`src/dasf_pkg.sv`:
```
package dasf_pkg;

  // register indices on the modbus register space
  localparam logic [15:0] ALARM_FLAGS_ADDR = 16'h0000;
  localparam logic [15:0] DRIVE_STATE_FLAGS_ADDR = 16'h0001;

  // alarm register bit positions
  localparam int ALM_INTERNAL_SUPPLY_BIT = 0;
  localparam int ALM_OVER_CURRENT_BIT = 1;
  localparam int ALM_OVER_VOLTAGE_BIT = 2;
  localparam int ALM_UNDER_VOLTAGE_BIT = 3;
  localparam int ALM_OVER_TEMP_BIT = 4;
  localparam int ALM_PARAM_CHECK_BIT = 5;
  localparam int ALM_PHASE_LOSS_BIT = 6;
  localparam int ALM_TRACKING_BIT = 7;
  localparam int ALM_ENCODER_BIT = 8;
  localparam int ALM_USED_BITS = 9;

  // state register bit positions
  localparam int ST_ENABLED_BIT = 0;
  localparam int ST_ALARM_BIT = 1;
  localparam int ST_POSITION_BIT = 2;
  localparam int ST_RUNNING_BIT = 3;
  localparam int ST_HOMED_BIT = 4;
  localparam int ST_READY_BIT = 5;
  localparam int ST_SPEED_BIT = 6;
  localparam int ST_BRAKE_BIT = 7;
  localparam int ST_POS_LIMIT_BIT = 8;
  localparam int ST_NEG_LIMIT_BIT = 9;
  localparam int ST_POWER_BIT = 10;
  localparam int ST_USED_BITS = 11;

  // reset values of both registers
  localparam logic [15:0] ALARM_FLAGS_RESET = 16'h0000;
  localparam logic [15:0] DRIVE_STATE_FLAGS_RESET = 16'h0011;
  localparam logic DRIVE_ENABLED_RESET = 1'b1;

  // ready settling time after enable
  localparam int READY_DELAY_MS = 100;
  localparam int CLK_HZ = 25_000_000;
  localparam int READY_DELAY_CYCLES = READY_DELAY_MS * (CLK_HZ / 1000);

  // raw alarm conditions from the detectors
  typedef struct packed {
    logic encoderFault;
    logic trackingError;
    logic phaseLoss;
    logic paramCheckError;
    logic overTemperature;
    logic underVoltage;
    logic overVoltage;
    logic overCurrent;
    logic internalSupplyError;
  } dasf_alarm_t;

  // raw drive state conditions
  typedef struct packed {
    logic powerPresent;
    logic negLimitActive;
    logic posLimitActive;
    logic brakeReleased;
    logic speedReached;
    logic homingDone;
    logic motorRunning;
    logic positionReached;
    logic pulseCmdMode;
    logic closedLoopMode;
    logic selfTestBusy;
  } dasf_state_t;

  // motion command strobes
  typedef struct packed {
    logic startMove;
    logic stopMove;
  } dasf_cmd_t;

endpackage : dasf_pkg

```
`src/dasf_flags.sv`:
```
`timescale 1ns/100ps
// Function
// unused upper bits always read zero
// alarm bit 8 shows encoder fault
// alarm bit 7 shows tracking error
// alarm bit 6 shows phase loss
// alarm bit 5 shows parameter check failure
// alarm bit 4 shows over temperature
// alarm bit 3 shows under voltage
// alarm bit 2 shows over voltage
// alarm bit 1 shows over current
// alarm bit 0 shows internal supply error
// state bit 10 shows power present
// state bit 9 shows negative limit
// state bit 8 shows positive limit
// state bit 7 shows brake released
// bit 6 speed reached in pulse mode
// ready low 100ms after enable rise
// ready low during power-on self test
// state bit 4 shows homing done
// running bit; only stop accepted while running
// bit 2 positioning done in closed loop
// bit 1 set whenever any alarm present
// bit 0 enabled, enabled after reset
module dasf_flags #(
  parameter int READY_CYCLES = dasf_pkg::READY_DELAY_CYCLES
) (
  // clock and reset
  input wire logic clk,
  input wire logic sys_rst,
  // raw conditions from the drive, asynchronous
  input wire dasf_pkg::dasf_alarm_t alarmIn,
  input wire dasf_pkg::dasf_state_t stateIn,
  // enable request level from the drive controller
  input wire logic enableReq,
  // motion commands, same clock domain
  input wire dasf_pkg::dasf_cmd_t cmdIn,
  // register read port
  input wire logic rdStrobe,
  input wire logic [15:0] rdAddr,
  output logic [15:0] rdData,
  output logic rdValid,
  // accepted commands towards the motion engine
  output logic moveAccepted,
  output logic stopAccepted
);

  localparam int AW = $bits(dasf_pkg::dasf_alarm_t);
  localparam int SW = $bits(dasf_pkg::dasf_state_t);

  initial begin
    if (READY_CYCLES < 1) begin
      $error("ready cycles must be positive");
    end
  end

  // two-stage synchronisers for every asynchronous condition
  logic [AW-1:0] alarmMeta_reg;
  logic [AW-1:0] alarmSync_reg;
  logic [SW-1:0] stateMeta_reg;
  logic [SW-1:0] stateSync_reg;
  logic enMeta_reg;
  logic enSync_reg;

  always_ff @(posedge clk or posedge sys_rst) begin
    if (sys_rst) begin
      alarmMeta_reg <= '0;
      alarmSync_reg <= '0;
      stateMeta_reg <= '0;
      stateSync_reg <= '0;
      enMeta_reg <= dasf_pkg::DRIVE_ENABLED_RESET;
      enSync_reg <= dasf_pkg::DRIVE_ENABLED_RESET;
    end else begin
      alarmMeta_reg <= alarmIn;
      alarmSync_reg <= alarmMeta_reg;
      stateMeta_reg <= stateIn;
      stateSync_reg <= stateMeta_reg;
      enMeta_reg <= enableReq;
      enSync_reg <= enMeta_reg;
    end
  end

  dasf_pkg::dasf_alarm_t alarm_summary;
  dasf_pkg::dasf_state_t st;
  assign alarm_summary = alarmSync_reg;
  assign st = stateSync_reg;

  // ready timer runs from the synchronised enable
  logic readyNow;

  // settle after enable
  // held during self test
  dasf_ready_timer #(
    .DELAY_CYCLES(READY_CYCLES)
  ) u_ready (
    .clk(clk),
    .sys_rst(sys_rst),
    .enabled(enSync_reg),
    .holdOff(st.selfTestBusy),
    .ready(readyNow)
  );

  // image registers, one per flag word
  logic [15:0] alarmImg_reg;
  logic [15:0] alarmImg_next;
  logic [15:0] stateImg_reg;
  logic [15:0] stateImg_next;

  // assemble both images from the synchronised conditions
  always_comb begin
    // zero upper bits
    alarmImg_next = 16'h0000;
    stateImg_next = 16'h0000;
    // encoder fault bit
    alarmImg_next[dasf_pkg::ALM_ENCODER_BIT] = alarm_summary.encoderFault;
    // tracking error bit
    alarmImg_next[dasf_pkg::ALM_TRACKING_BIT] = alarm_summary.trackingError;
    // phase loss bit
    alarmImg_next[dasf_pkg::ALM_PHASE_LOSS_BIT] = alarm_summary.phaseLoss;
    // parameter check bit
    alarmImg_next[dasf_pkg::ALM_PARAM_CHECK_BIT] = alarm_summary.paramCheckError;
    // over temperature bit
    alarmImg_next[dasf_pkg::ALM_OVER_TEMP_BIT] = alarm_summary.overTemperature;
    // under voltage bit
    alarmImg_next[dasf_pkg::ALM_UNDER_VOLTAGE_BIT] = alarm_summary.underVoltage;
    // over voltage bit
    alarmImg_next[dasf_pkg::ALM_OVER_VOLTAGE_BIT] = alarm_summary.overVoltage;
    // over current bit
    alarmImg_next[dasf_pkg::ALM_OVER_CURRENT_BIT] = alarm_summary.overCurrent;
    // internal supply bit
    alarmImg_next[dasf_pkg::ALM_INTERNAL_SUPPLY_BIT] = alarm_summary.internalSupplyError;
    // power present bit
    stateImg_next[dasf_pkg::ST_POWER_BIT] = st.powerPresent;
    // negative limit bit
    stateImg_next[dasf_pkg::ST_NEG_LIMIT_BIT] = st.negLimitActive;
    // positive limit bit
    stateImg_next[dasf_pkg::ST_POS_LIMIT_BIT] = st.posLimitActive;
    // brake released bit
    stateImg_next[dasf_pkg::ST_BRAKE_BIT] = st.brakeReleased;
    // speed only in pulse mode
    stateImg_next[dasf_pkg::ST_SPEED_BIT] = st.pulseCmdMode & st.speedReached;
    // ready bit from timer
    stateImg_next[dasf_pkg::ST_READY_BIT] = readyNow;
    // homing done bit
    stateImg_next[dasf_pkg::ST_HOMED_BIT] = st.homingDone;
    // running bit
    stateImg_next[dasf_pkg::ST_RUNNING_BIT] = st.motorRunning;
    // in position, closed loop
    stateImg_next[dasf_pkg::ST_POSITION_BIT] = st.closedLoopMode & st.positionReached;
    // summary of all alarms
    stateImg_next[dasf_pkg::ST_ALARM_BIT] = |alarmImg_next[dasf_pkg::ALM_USED_BITS-1:0];
    // enabled bit
    stateImg_next[dasf_pkg::ST_ENABLED_BIT] = enSync_reg;
  end

  // image registers; reset values as documented
  always_ff @(posedge clk or posedge sys_rst) begin
    if (sys_rst) begin
      alarmImg_reg <= dasf_pkg::ALARM_FLAGS_RESET;
      stateImg_reg <= dasf_pkg::DRIVE_STATE_FLAGS_RESET;
    end else begin
      alarmImg_reg <= alarmImg_next;
      stateImg_reg <= stateImg_next;
    end
  end

  // read port and command gating
  logic [15:0] rdData_reg;
  logic [15:0] rdData_next;
  logic rdValid_reg;
  logic rdValid_next;
  logic moveAcc_reg;
  logic moveAcc_next;
  logic stopAcc_reg;
  logic stopAcc_next;

  // one-cycle read answer; unmapped addresses read zero
  always_comb begin
    rdValid_next = rdStrobe;
    rdData_next = 16'h0000;
    if (rdStrobe) begin
      unique case (rdAddr)
        dasf_pkg::ALARM_FLAGS_ADDR: begin
          rdData_next = alarmImg_reg;
        end
        dasf_pkg::DRIVE_STATE_FLAGS_ADDR: begin
          rdData_next = stateImg_reg;
        end
        default: begin
          rdData_next = 16'h0000;
        end
      endcase
    end
    // refuse moves while running
    moveAcc_next = cmdIn.startMove & ~cmdIn.stopMove
      & ~stateImg_reg[dasf_pkg::ST_RUNNING_BIT];
    // stop always passes, and wins over a simultaneous move
    stopAcc_next = cmdIn.stopMove;
  end

  // read and command registers
  always_ff @(posedge clk or posedge sys_rst) begin
    if (sys_rst) begin
      rdData_reg <= 16'h0000;
      rdValid_reg <= 1'b0;
      moveAcc_reg <= 1'b0;
      stopAcc_reg <= 1'b0;
    end else begin
      rdData_reg <= rdData_next;
      rdValid_reg <= rdValid_next;
      moveAcc_reg <= moveAcc_next;
      stopAcc_reg <= stopAcc_next;
    end
  end

  assign rdData = rdData_reg;
  assign rdValid = rdValid_reg;
  assign moveAccepted = moveAcc_reg;
  assign stopAccepted = stopAcc_reg;

  // checks next to the logic

  a_upper_zero: assert property (@(posedge clk) disable iff (sys_rst)
    (alarmImg_reg[15:9] == 7'h0) && (stateImg_reg[15:11] == 5'h0))
    else $error("reserved flag bits not zero");

  a_alarm_summary: assert property (@(posedge clk) disable iff (sys_rst)
    stateImg_reg[dasf_pkg::ST_ALARM_BIT] == (|alarmImg_reg))
    else $error("alarm summary disagrees with alarm word");

  a_encoder_path: assert property (@(posedge clk) disable iff (sys_rst)
    alarmSync_reg[AW-1] |=> alarmImg_reg[dasf_pkg::ALM_ENCODER_BIT])
    else $error("encoder fault not reflected");

  a_ready_needs_en: assert property (@(posedge clk) disable iff (sys_rst)
    !enSync_reg |=> ##1 !stateImg_reg[dasf_pkg::ST_READY_BIT] [*2])
    else $error("ready while disabled");

  a_ready_selftest: assert property (@(posedge clk) disable iff (sys_rst)
    st.selfTestBusy |=> ##1 !stateImg_reg[dasf_pkg::ST_READY_BIT])
    else $error("ready during self test");

  a_move_refused: assert property (@(posedge clk) disable iff (sys_rst)
    stateImg_reg[dasf_pkg::ST_RUNNING_BIT] |=> !moveAcc_reg)
    else $error("move accepted while running");

  a_stop_passes: assert property (@(posedge clk) disable iff (sys_rst)
    cmdIn.stopMove |=> stopAcc_reg)
    else $error("stop command lost");

  a_speed_mode: assert property (@(posedge clk) disable iff (sys_rst)
    !$past(st.pulseCmdMode) |-> !stateImg_reg[dasf_pkg::ST_SPEED_BIT])
    else $error("speed reached outside pulse mode");

  a_position_reached_mode: assert property (@(posedge clk) disable iff (sys_rst)
    !$past(st.closedLoopMode) |-> !stateImg_reg[dasf_pkg::ST_POSITION_BIT])
    else $error("in position outside closed loop");

  a_enable_bit: assert property (@(posedge clk) disable iff (sys_rst)
    $rose(enSync_reg) |=> stateImg_reg[dasf_pkg::ST_ENABLED_BIT])
    else $error("enabled bit not following enable");

  a_read_answer: assert property (@(posedge clk) disable iff (sys_rst)
    (rdStrobe && rdAddr > 16'h0001) |=> (rdValid_reg && rdData_reg == 16'h0000))
    else $error("unmapped read not zero");

  a_read_alarm: assert property (@(posedge clk) disable iff (sys_rst)
    (rdStrobe && rdAddr == dasf_pkg::ALARM_FLAGS_ADDR)
      |=> rdData_reg == $past(alarmImg_reg))
    else $error("alarm word read wrong");

  a_read_state: assert property (@(posedge clk) disable iff (sys_rst)
    (rdStrobe && rdAddr == dasf_pkg::DRIVE_STATE_FLAGS_ADDR)
      |=> rdData_reg == $past(stateImg_reg))
    else $error("state word read wrong");

  a_power_path: assert property (@(posedge clk) disable iff (sys_rst)
    st.powerPresent |=> stateImg_reg[dasf_pkg::ST_POWER_BIT])
    else $error("power present not reflected");

  a_neg_limit: assert property (@(posedge clk) disable iff (sys_rst)
    st.negLimitActive |=> stateImg_reg[dasf_pkg::ST_NEG_LIMIT_BIT])
    else $error("negative limit not reflected");

  a_enable_low: assert property (@(posedge clk) disable iff (sys_rst)
    !enSync_reg |=> !stateImg_reg[dasf_pkg::ST_ENABLED_BIT])
    else $error("enabled bit set while disabled");

  // helper: length of the current enabled stretch free of self test;
  // kept apart from the timer so the ready check does not lean on it
  logic [31:0] enRun_reg;
  logic [31:0] enRun_next;

  // enabled stretch count
  // saturates so a long enabled run never wraps back to zero
  always_comb begin
    enRun_next = enRun_reg;
    if (!enSync_reg || st.selfTestBusy) begin
      enRun_next = 32'h0000_0000;
    end else if (enRun_reg != 32'hFFFF_FFFF) begin
      enRun_next = enRun_reg + 32'h0000_0001;
    end
  end

  // helper register
  always_ff @(posedge clk or posedge sys_rst) begin
    if (sys_rst) begin
      enRun_reg <= 32'h0000_0000;
    end else begin
      enRun_reg <= enRun_next;
    end
  end

  a_ready_settled: assert property (@(posedge clk) disable iff (sys_rst)
    $rose(stateImg_reg[dasf_pkg::ST_READY_BIT]) |-> enRun_reg >= 32'(READY_CYCLES))
    else $error("ready before settling time");

endmodule : dasf_flags

```
`src/dasf_ready_timer.sv`:
```
`timescale 1ns/100ps
// counts the ready settling time after each enable rising edge
module dasf_ready_timer #(
  parameter int DELAY_CYCLES = dasf_pkg::READY_DELAY_CYCLES
) (
  // clock and reset
  input wire logic clk,
  input wire logic sys_rst,
  // control
  input wire logic enabled,
  input wire logic holdOff,
  // result
  output logic ready
);

  localparam int CW = $clog2(DELAY_CYCLES + 1);

  initial begin
    if (DELAY_CYCLES < 1) begin
      $error("ready delay must be at least one cycle");
    end
  end

  logic [CW-1:0] count_reg;
  logic [CW-1:0] count_next;
  logic ready_reg;
  logic ready_next;

  // restart on disable or self test, count up to the settling time
  always_comb begin
    count_next = count_reg;
    ready_next = ready_reg;
    if (!enabled || holdOff) begin
      count_next = '0;
      ready_next = 1'b0;
    end else if (count_reg == CW'(DELAY_CYCLES)) begin
      ready_next = 1'b1;
    end else begin
      count_next = count_reg + CW'(1);
    end
  end

  // counter registers
  always_ff @(posedge clk or posedge sys_rst) begin
    if (sys_rst) begin
      count_reg <= '0;
      ready_reg <= 1'b0;
    end else begin
      count_reg <= count_next;
      ready_reg <= ready_next;
    end
  end

  assign ready = ready_reg;

endmodule : dasf_ready_timer

```
`config.mk`:
```
export PLATFORM = sky130hd
export DESIGN_NAME = dasf_flags
export DESIGN_NICKNAME = d
export VERILOG_FILES = /design/src/dasf_pkg.sv /design/src/dasf_flags.sv /design/src/dasf_ready_timer.sv
export SDC_FILE = /design/constraint.sdc
export NUM_CORES = 1
export LEC_CHECK = 0
export BUFFER_PORTS_ARGS = -buffer_cell sky130_fd_sc_hd__clkbuf_2
export CORE_ASPECT_RATIO = 0.5
export CORE_UTILIZATION = 54
export CTS_CLUSTER_DIAMETER = 200
export DETAILED_ROUTE_END_ITERATION = 10
export PLACE_DENSITY_LB_ADDON = 0.08
export SETUP_SLACK_MARGIN = 0.15
export SYNTH_ARGS = -nofsm -noshare
export SYNTH_HDL_FRONTEND = slang
export SYNTH_SLANG_ARGS = --single-unit
```
`constraint.sdc`:
```
create_clock -name clk -period 3.6 [get_ports clk]
set_input_delay 0.36 -clock clk [delete_from_list [all_inputs] [get_ports clk]]
set_output_delay 0.36 -clock clk [all_outputs]
set_load 0.02 [all_outputs]
```
# Word level (Yosys, flattened, before mapping)
# Index checks and enable logic that the tools add are counted.
word_totals:
  word_cells: 35
  output_inout_bits: 19
  regBits: 104
  in_bits: 42
classes:
  bitwise: 6
  n_reduce_logical: 5
  addsub: 1
  n_eq_ne: 3
  mux: 6
ops:
  columns: ["operator", "count"]
  rows:
  - ["22-bit two-way mux", 2]
  - ["22-bit by 1-bit adder with 22-bit output (second input constant)", 1]
  - ["22-bit == test (second input constant)", 1]
  - ["11-bit one-hot mux with 2 select lines", 1]
  - ["16-bit by 1-bit == test with 1-bit output (second input constant)", 1]
  - ["16-bit zero test", 1]
  - ["11-bit two-way mux", 1]
  - ["9-bit OR reduction", 1]
  - ["1-bit bitwise AND", 4]
  - ["1-bit two-way mux", 2]
  - ["2-bit != test (second input constant)", 1]
  - ["1-bit inverter", 2]
  - ["2-bit nonzero test", 1]
  - ["1-bit zero test", 1]
  - ["1-bit logical OR", 1]

# Logic depth before layout (Yosys ltp)
logic_depth:
  ltp_word: 3
  depth_mapped: 6
  mapped_depth_nobuf: 6

# By module
# Synthesis repeated with hierarchy kept, for this count alone.
unflattened:
  cells_unflattened: 256
  area_unflattened_um2: 3517.1
by_module_without_submodules:
  columns: ["module", "area_each_um2", "n_inst", "seq_area_each_um2", "cells_per_inst"]
  rows:
  - ["dasf_flags", 2230.9, 1, 1906.8, 119]
  - ["dasf_ready_timer", 1286.2, 1, 575.6, 137]

# Least setup slack after synthesis
# OpenSTA, ideal clock, no wires.
synth_path:
  path_kind: "register -> register"
  from: "reg u_ready.count_reg[7]"
  to: "reg u_ready.count_reg[21]"
  arrival_time_ns: 1.701
  period_less_slack_ns: 1.779
  n_path_buf: 1
  required_ns: 3.523
  setup_ns: 0.077
  stages_incl_launch_ff: 6
  slack_ns: 1.821
  cell_sequence: "dfrtp_1 nand4_4 or3_1 clkbuf_2 or4b_1 a21oi_1"
synth_between:
  elab_chain_cells: 3
  word_cells_on_any_way: 5
  cone_classes: "add/sub: 1; eq/ne: 2; mux: 2"
synth_lines:
  columns: ["element", "line_no", "source"]
  rows:
  - ["start, declared", "dasf_ready_timer.sv:24", "logic [CW-1:0] count_reg;"]
  - ["start signal, assigned", "dasf_ready_timer.sv:49", "count_reg <= count_next;"]
  - ["22-bit by 1-bit adder with 22-bit output", "dasf_ready_timer.sv:39", "count_next = count_reg + CW'(1);"]
  - ["22-bit two-way mux", "dasf_ready_timer.sv:36", "end else if (count_reg == CW'(DELAY_CYCLES)) begin"]
  - ["22-bit two-way mux", "dasf_ready_timer.sv:33", "if (!enabled || holdOff) begin"]
# Several ways; a longest one is shown, not always the timed one. The select of a mux whose other input is x is not followed.
# A chain may end at the register's enable or synchronous reset.

# Worst setup path after layout
layout_path:
  from: "reg u_ready.count_reg[0]"
  to: "reg u_ready.count_reg[20]"
# The elaborated chain is that of the path after synthesis.

==> summary.md <==
| Metric | Value |
|---|---|
| Tcrit/Tclk final | 0.5595 |
| Number of synthesized flops with an enable pin | 0 |
| DR WL/cell | 15.29 um |
| Sequential area share after synthesis | 0.7337 |
| Buf/Inv on CP | 0 |
| Synth top cells by count | 95 x dfrtp_1, 20 x nor2_1, 11 x nand2_1, 11 x nor4_1 |
| Worst path cell trace | ha_1 > nand3_1 > nor3_1 > a31oi_1 > a41o_1 |
| Ys async rst share | 1.000 |
| Setup crit start kind | flop |
| Post-CTS Setup Inserts | 0 |
| Max reg flops | 22 |
| Max clock buf depth | 2 |
| Fin util | 0.6973 |
| PostCTS Resize Cnt | 0 |
| Post-CTS Hold Fix Bufs | 0 |
| Total placed instance area | 3727 sq um |
| Max Cap Viol | 0 |
| Fin cells | around 390 |
| Top-count cell post-synth | dfrtp_1 |
| Sequential power share | 0.547 |
| Die area | 6605 sq um |
| CTS root buffer | clkbuf_16 |
| Area fraction of the dominant cell type after synthesis | 0.7027 |
| Worst-margin pin slew | 0.8950 ns |
| CTS Buf Count | 9 |
| Synth cell types | 40 |
| CP delay by family, top | simple AND/OR/NAND/NOR gates |
| Slew headroom | 0.4033 |
| GP Congestion | 0.9170 |
| Vias post-DR | 2,091 |
| Vias in the first global route | a little over 2,000 |
| Synth Instances | 243 |
| Fin nets | 349 |
| Worst VDD drop | 0.4213 mV |
| Crit. End Element | flop |
| CTS tree | built |
| Comb power frac | 0.031 |
| Fin Clk Skew | 0.006209 ns |
| Setup CP Type | flop to flop |
| Layout cells sized above 1 | 0.2645 |
| Post-route setup TNS | 0 ns |
| Final hold violations | 0 |
| Fin. max-slew vios | 0 |
| Multi-input combinational cell area | 828.3 sq um |
| RSZ-0062 raised after global routing | no |
| Vias/cell | 5.307 |
| Reg area | 2482 sq um |
| DRC violations left | 0 |
| Clock transition at the registers of the reported paths | 0.06 ns |
| Initial antenna violation count | 0 |
| Cell row count | 19 |
| Routed Wire Length | ~6000 um |
| HPWL Detailed | between 3000 and 4000 um |
| Fin Hold WS | approximately 0.096 ns |
| Initial DRC count | 111 |
| Largest area contributor in the netlist | dfrtp_1 |
| Status | complete, no violations |
| Slowest cell on the critical path | nor3_1 |
| Setup Viol. Count Final | 0 |
| CP max FO | 6 |
| Clock group share of total power | 0.422 |
| Synthesized flop and latch total | 99 |
| P_sw | 473.8 uW |
| Avg Inst Size Synth | 13.92 sq um |
| Buffers on Ports | between 50 and 60 |
| Area grow syn2layout | 18.57% |
| Worst Path Arrival | between 2 and 2.5 ns |
| CP peak stage delay | 0.55 ns |
| Ranking of synthesized cells by area | dfrtp_1 70%, dfstp_2 3.1%, a22o_1 2.3% |
| Synthesized area | ~3400 sq um |
| First-pass GRT wire length | between 9000 and 10,000 um |
| Final ANT Viol Nets | 0 |
| Largest net degree at the start of global routing | 76 |
| Chip height | 57.97 um |
| Worst path required time | 3.83 ns |
| IO Count | 61 |
| Worst hold path class | input port to flop |
| Leak | 1.844 nW |
| Max frequency | 496.5 MHz |
| Sw Share | 0.2226 |
| Drt pass-1 iters | 4 |
| Synth Flop Type | dfrtp_1 |
| Total global-route track usage | 0.2037 |
| P_int | 1.654 mW |
| H-Tree Depth | 3 |
| Ant diodes | 0 |
| Die W | 113.9 um |
| Core Box Area | approximately 5800 sq um |
| Clk Latency, worst-skew pair | 0.34 ns |
| PwrDens | 530.5 nW/um^2 |
| Fin area | 4011 sq um |
| Yosys Warn Count | 0 |
| Filler Cells Inserted | 411 |
| Initial Utilization | 0.5881 |
| Tmin final | slightly above 2 ns |
| Placed cells | 378 |
| Clk sinks | 99 |
| Total gr overflow | 0 |
## power groups by stage
stage          Sequential, mW  Combinational [mW]  Clock (mW)
6_report                 1.16              0.0651       0.899
5_1_grt                  1.17              0.0747       0.957
4_1_cts                  1.17              0.0672       0.914
3_5_place_dp             1.19              0.0668           0
3_3_place_gp             1.18              0.0634           0
2_1_floorplan            1.18              0.0367           0
## worst register-to-register path: cells and delay by family (launching register included)
| family | cells | cell delay, ns |
|---|---|---|
| DFF | 1 | 0.42 |
| adders and majority gates | 1 | 0.28 |
| and+or+nand+nor | 2 | 0.76 |
| AOI/OAI and AO/OA | 2 | 0.44 |
## worst paths after layout
check                                     start                     to  slack (ns)  cells after the start
max                        u_ready.count_reg[0]  u_ready.count_reg[20]        1.59                      5
min                                   enableReq             enMeta_reg         0.1                      1
max reg2reg                u_ready.count_reg[0]  u_ready.count_reg[20]        1.59                      5
min reg2reg                    alarmMeta_reg[7]       alarmSync_reg[7]        0.35                      0
max in group asynchronous               sys_rst                  st[6]        2.53                      3
min in group asynchronous               sys_rst              rdData[4]        0.17                      2
## cells by family after synthesis
logic type      Yosys count  share of synthesized area
flops                    99                     0.7337
compound gates           31                    0.06583
fa+ha+maj                 2                   0.007395
buf+inv                  16                    0.02589
simple gates             83                     0.1376
other cells               1                   0.001108
xor+xnor                 11                    0.02848
## through the flow
| step | setup slack, ns | power, mW |
|---|---|---|
| 2_1_floorplan | 0.6562 | 1.219 |
| 3_3_place_gp | 1.762 | 1.246 |
| 3_5_place_dp | 1.640 | 1.252 |
| 4_1_cts | 1.599 | 2.147 |
| 5_1_grt | 1.426 | 2.199 |
| 6_report | 1.586 | 2.128 |
## final cells by class
type	instances	share of cell area
clock buffers	10	0.05708
clock inverters	6	0.01372
inverters	7	0.007174
multi-input cells	132	0.2065
flip-flops and latches	99	0.6188
well taps	84	0.02620
repair buffers	56	0.07049
## layout by cell type (no fill, tap or decap), drive strengths merged, types with 2 or more instances in the layout
master and instances:
conb 5, dfrtp 95, nand2 11, o31ai 2, and2 4, a22o 9, nor4 11, o21ai 4
ha 2, nor2 20, xor2 2, xnor2 9, and4 2, or3 4, nand4 5, a31oi 3
a41o 3, or4 2, clkbuf 65, clkinvlp 2, nor3 8, dfstp 4, nand3 9, a21oi 7
inv 10
## per-layer routing
metal / global-route usage / wire (um) / vias up
met5: 0 / 0 / -
met1: 0.2539 / 2468 / 1031
met4: 0.07978 / 99 / 0
met3: 0.06381 / 349 / 11
met2: 0.3420 / 3106 / 74
li1: - / - / 975
Note: power is estimated with default switching activity, not from simulation.
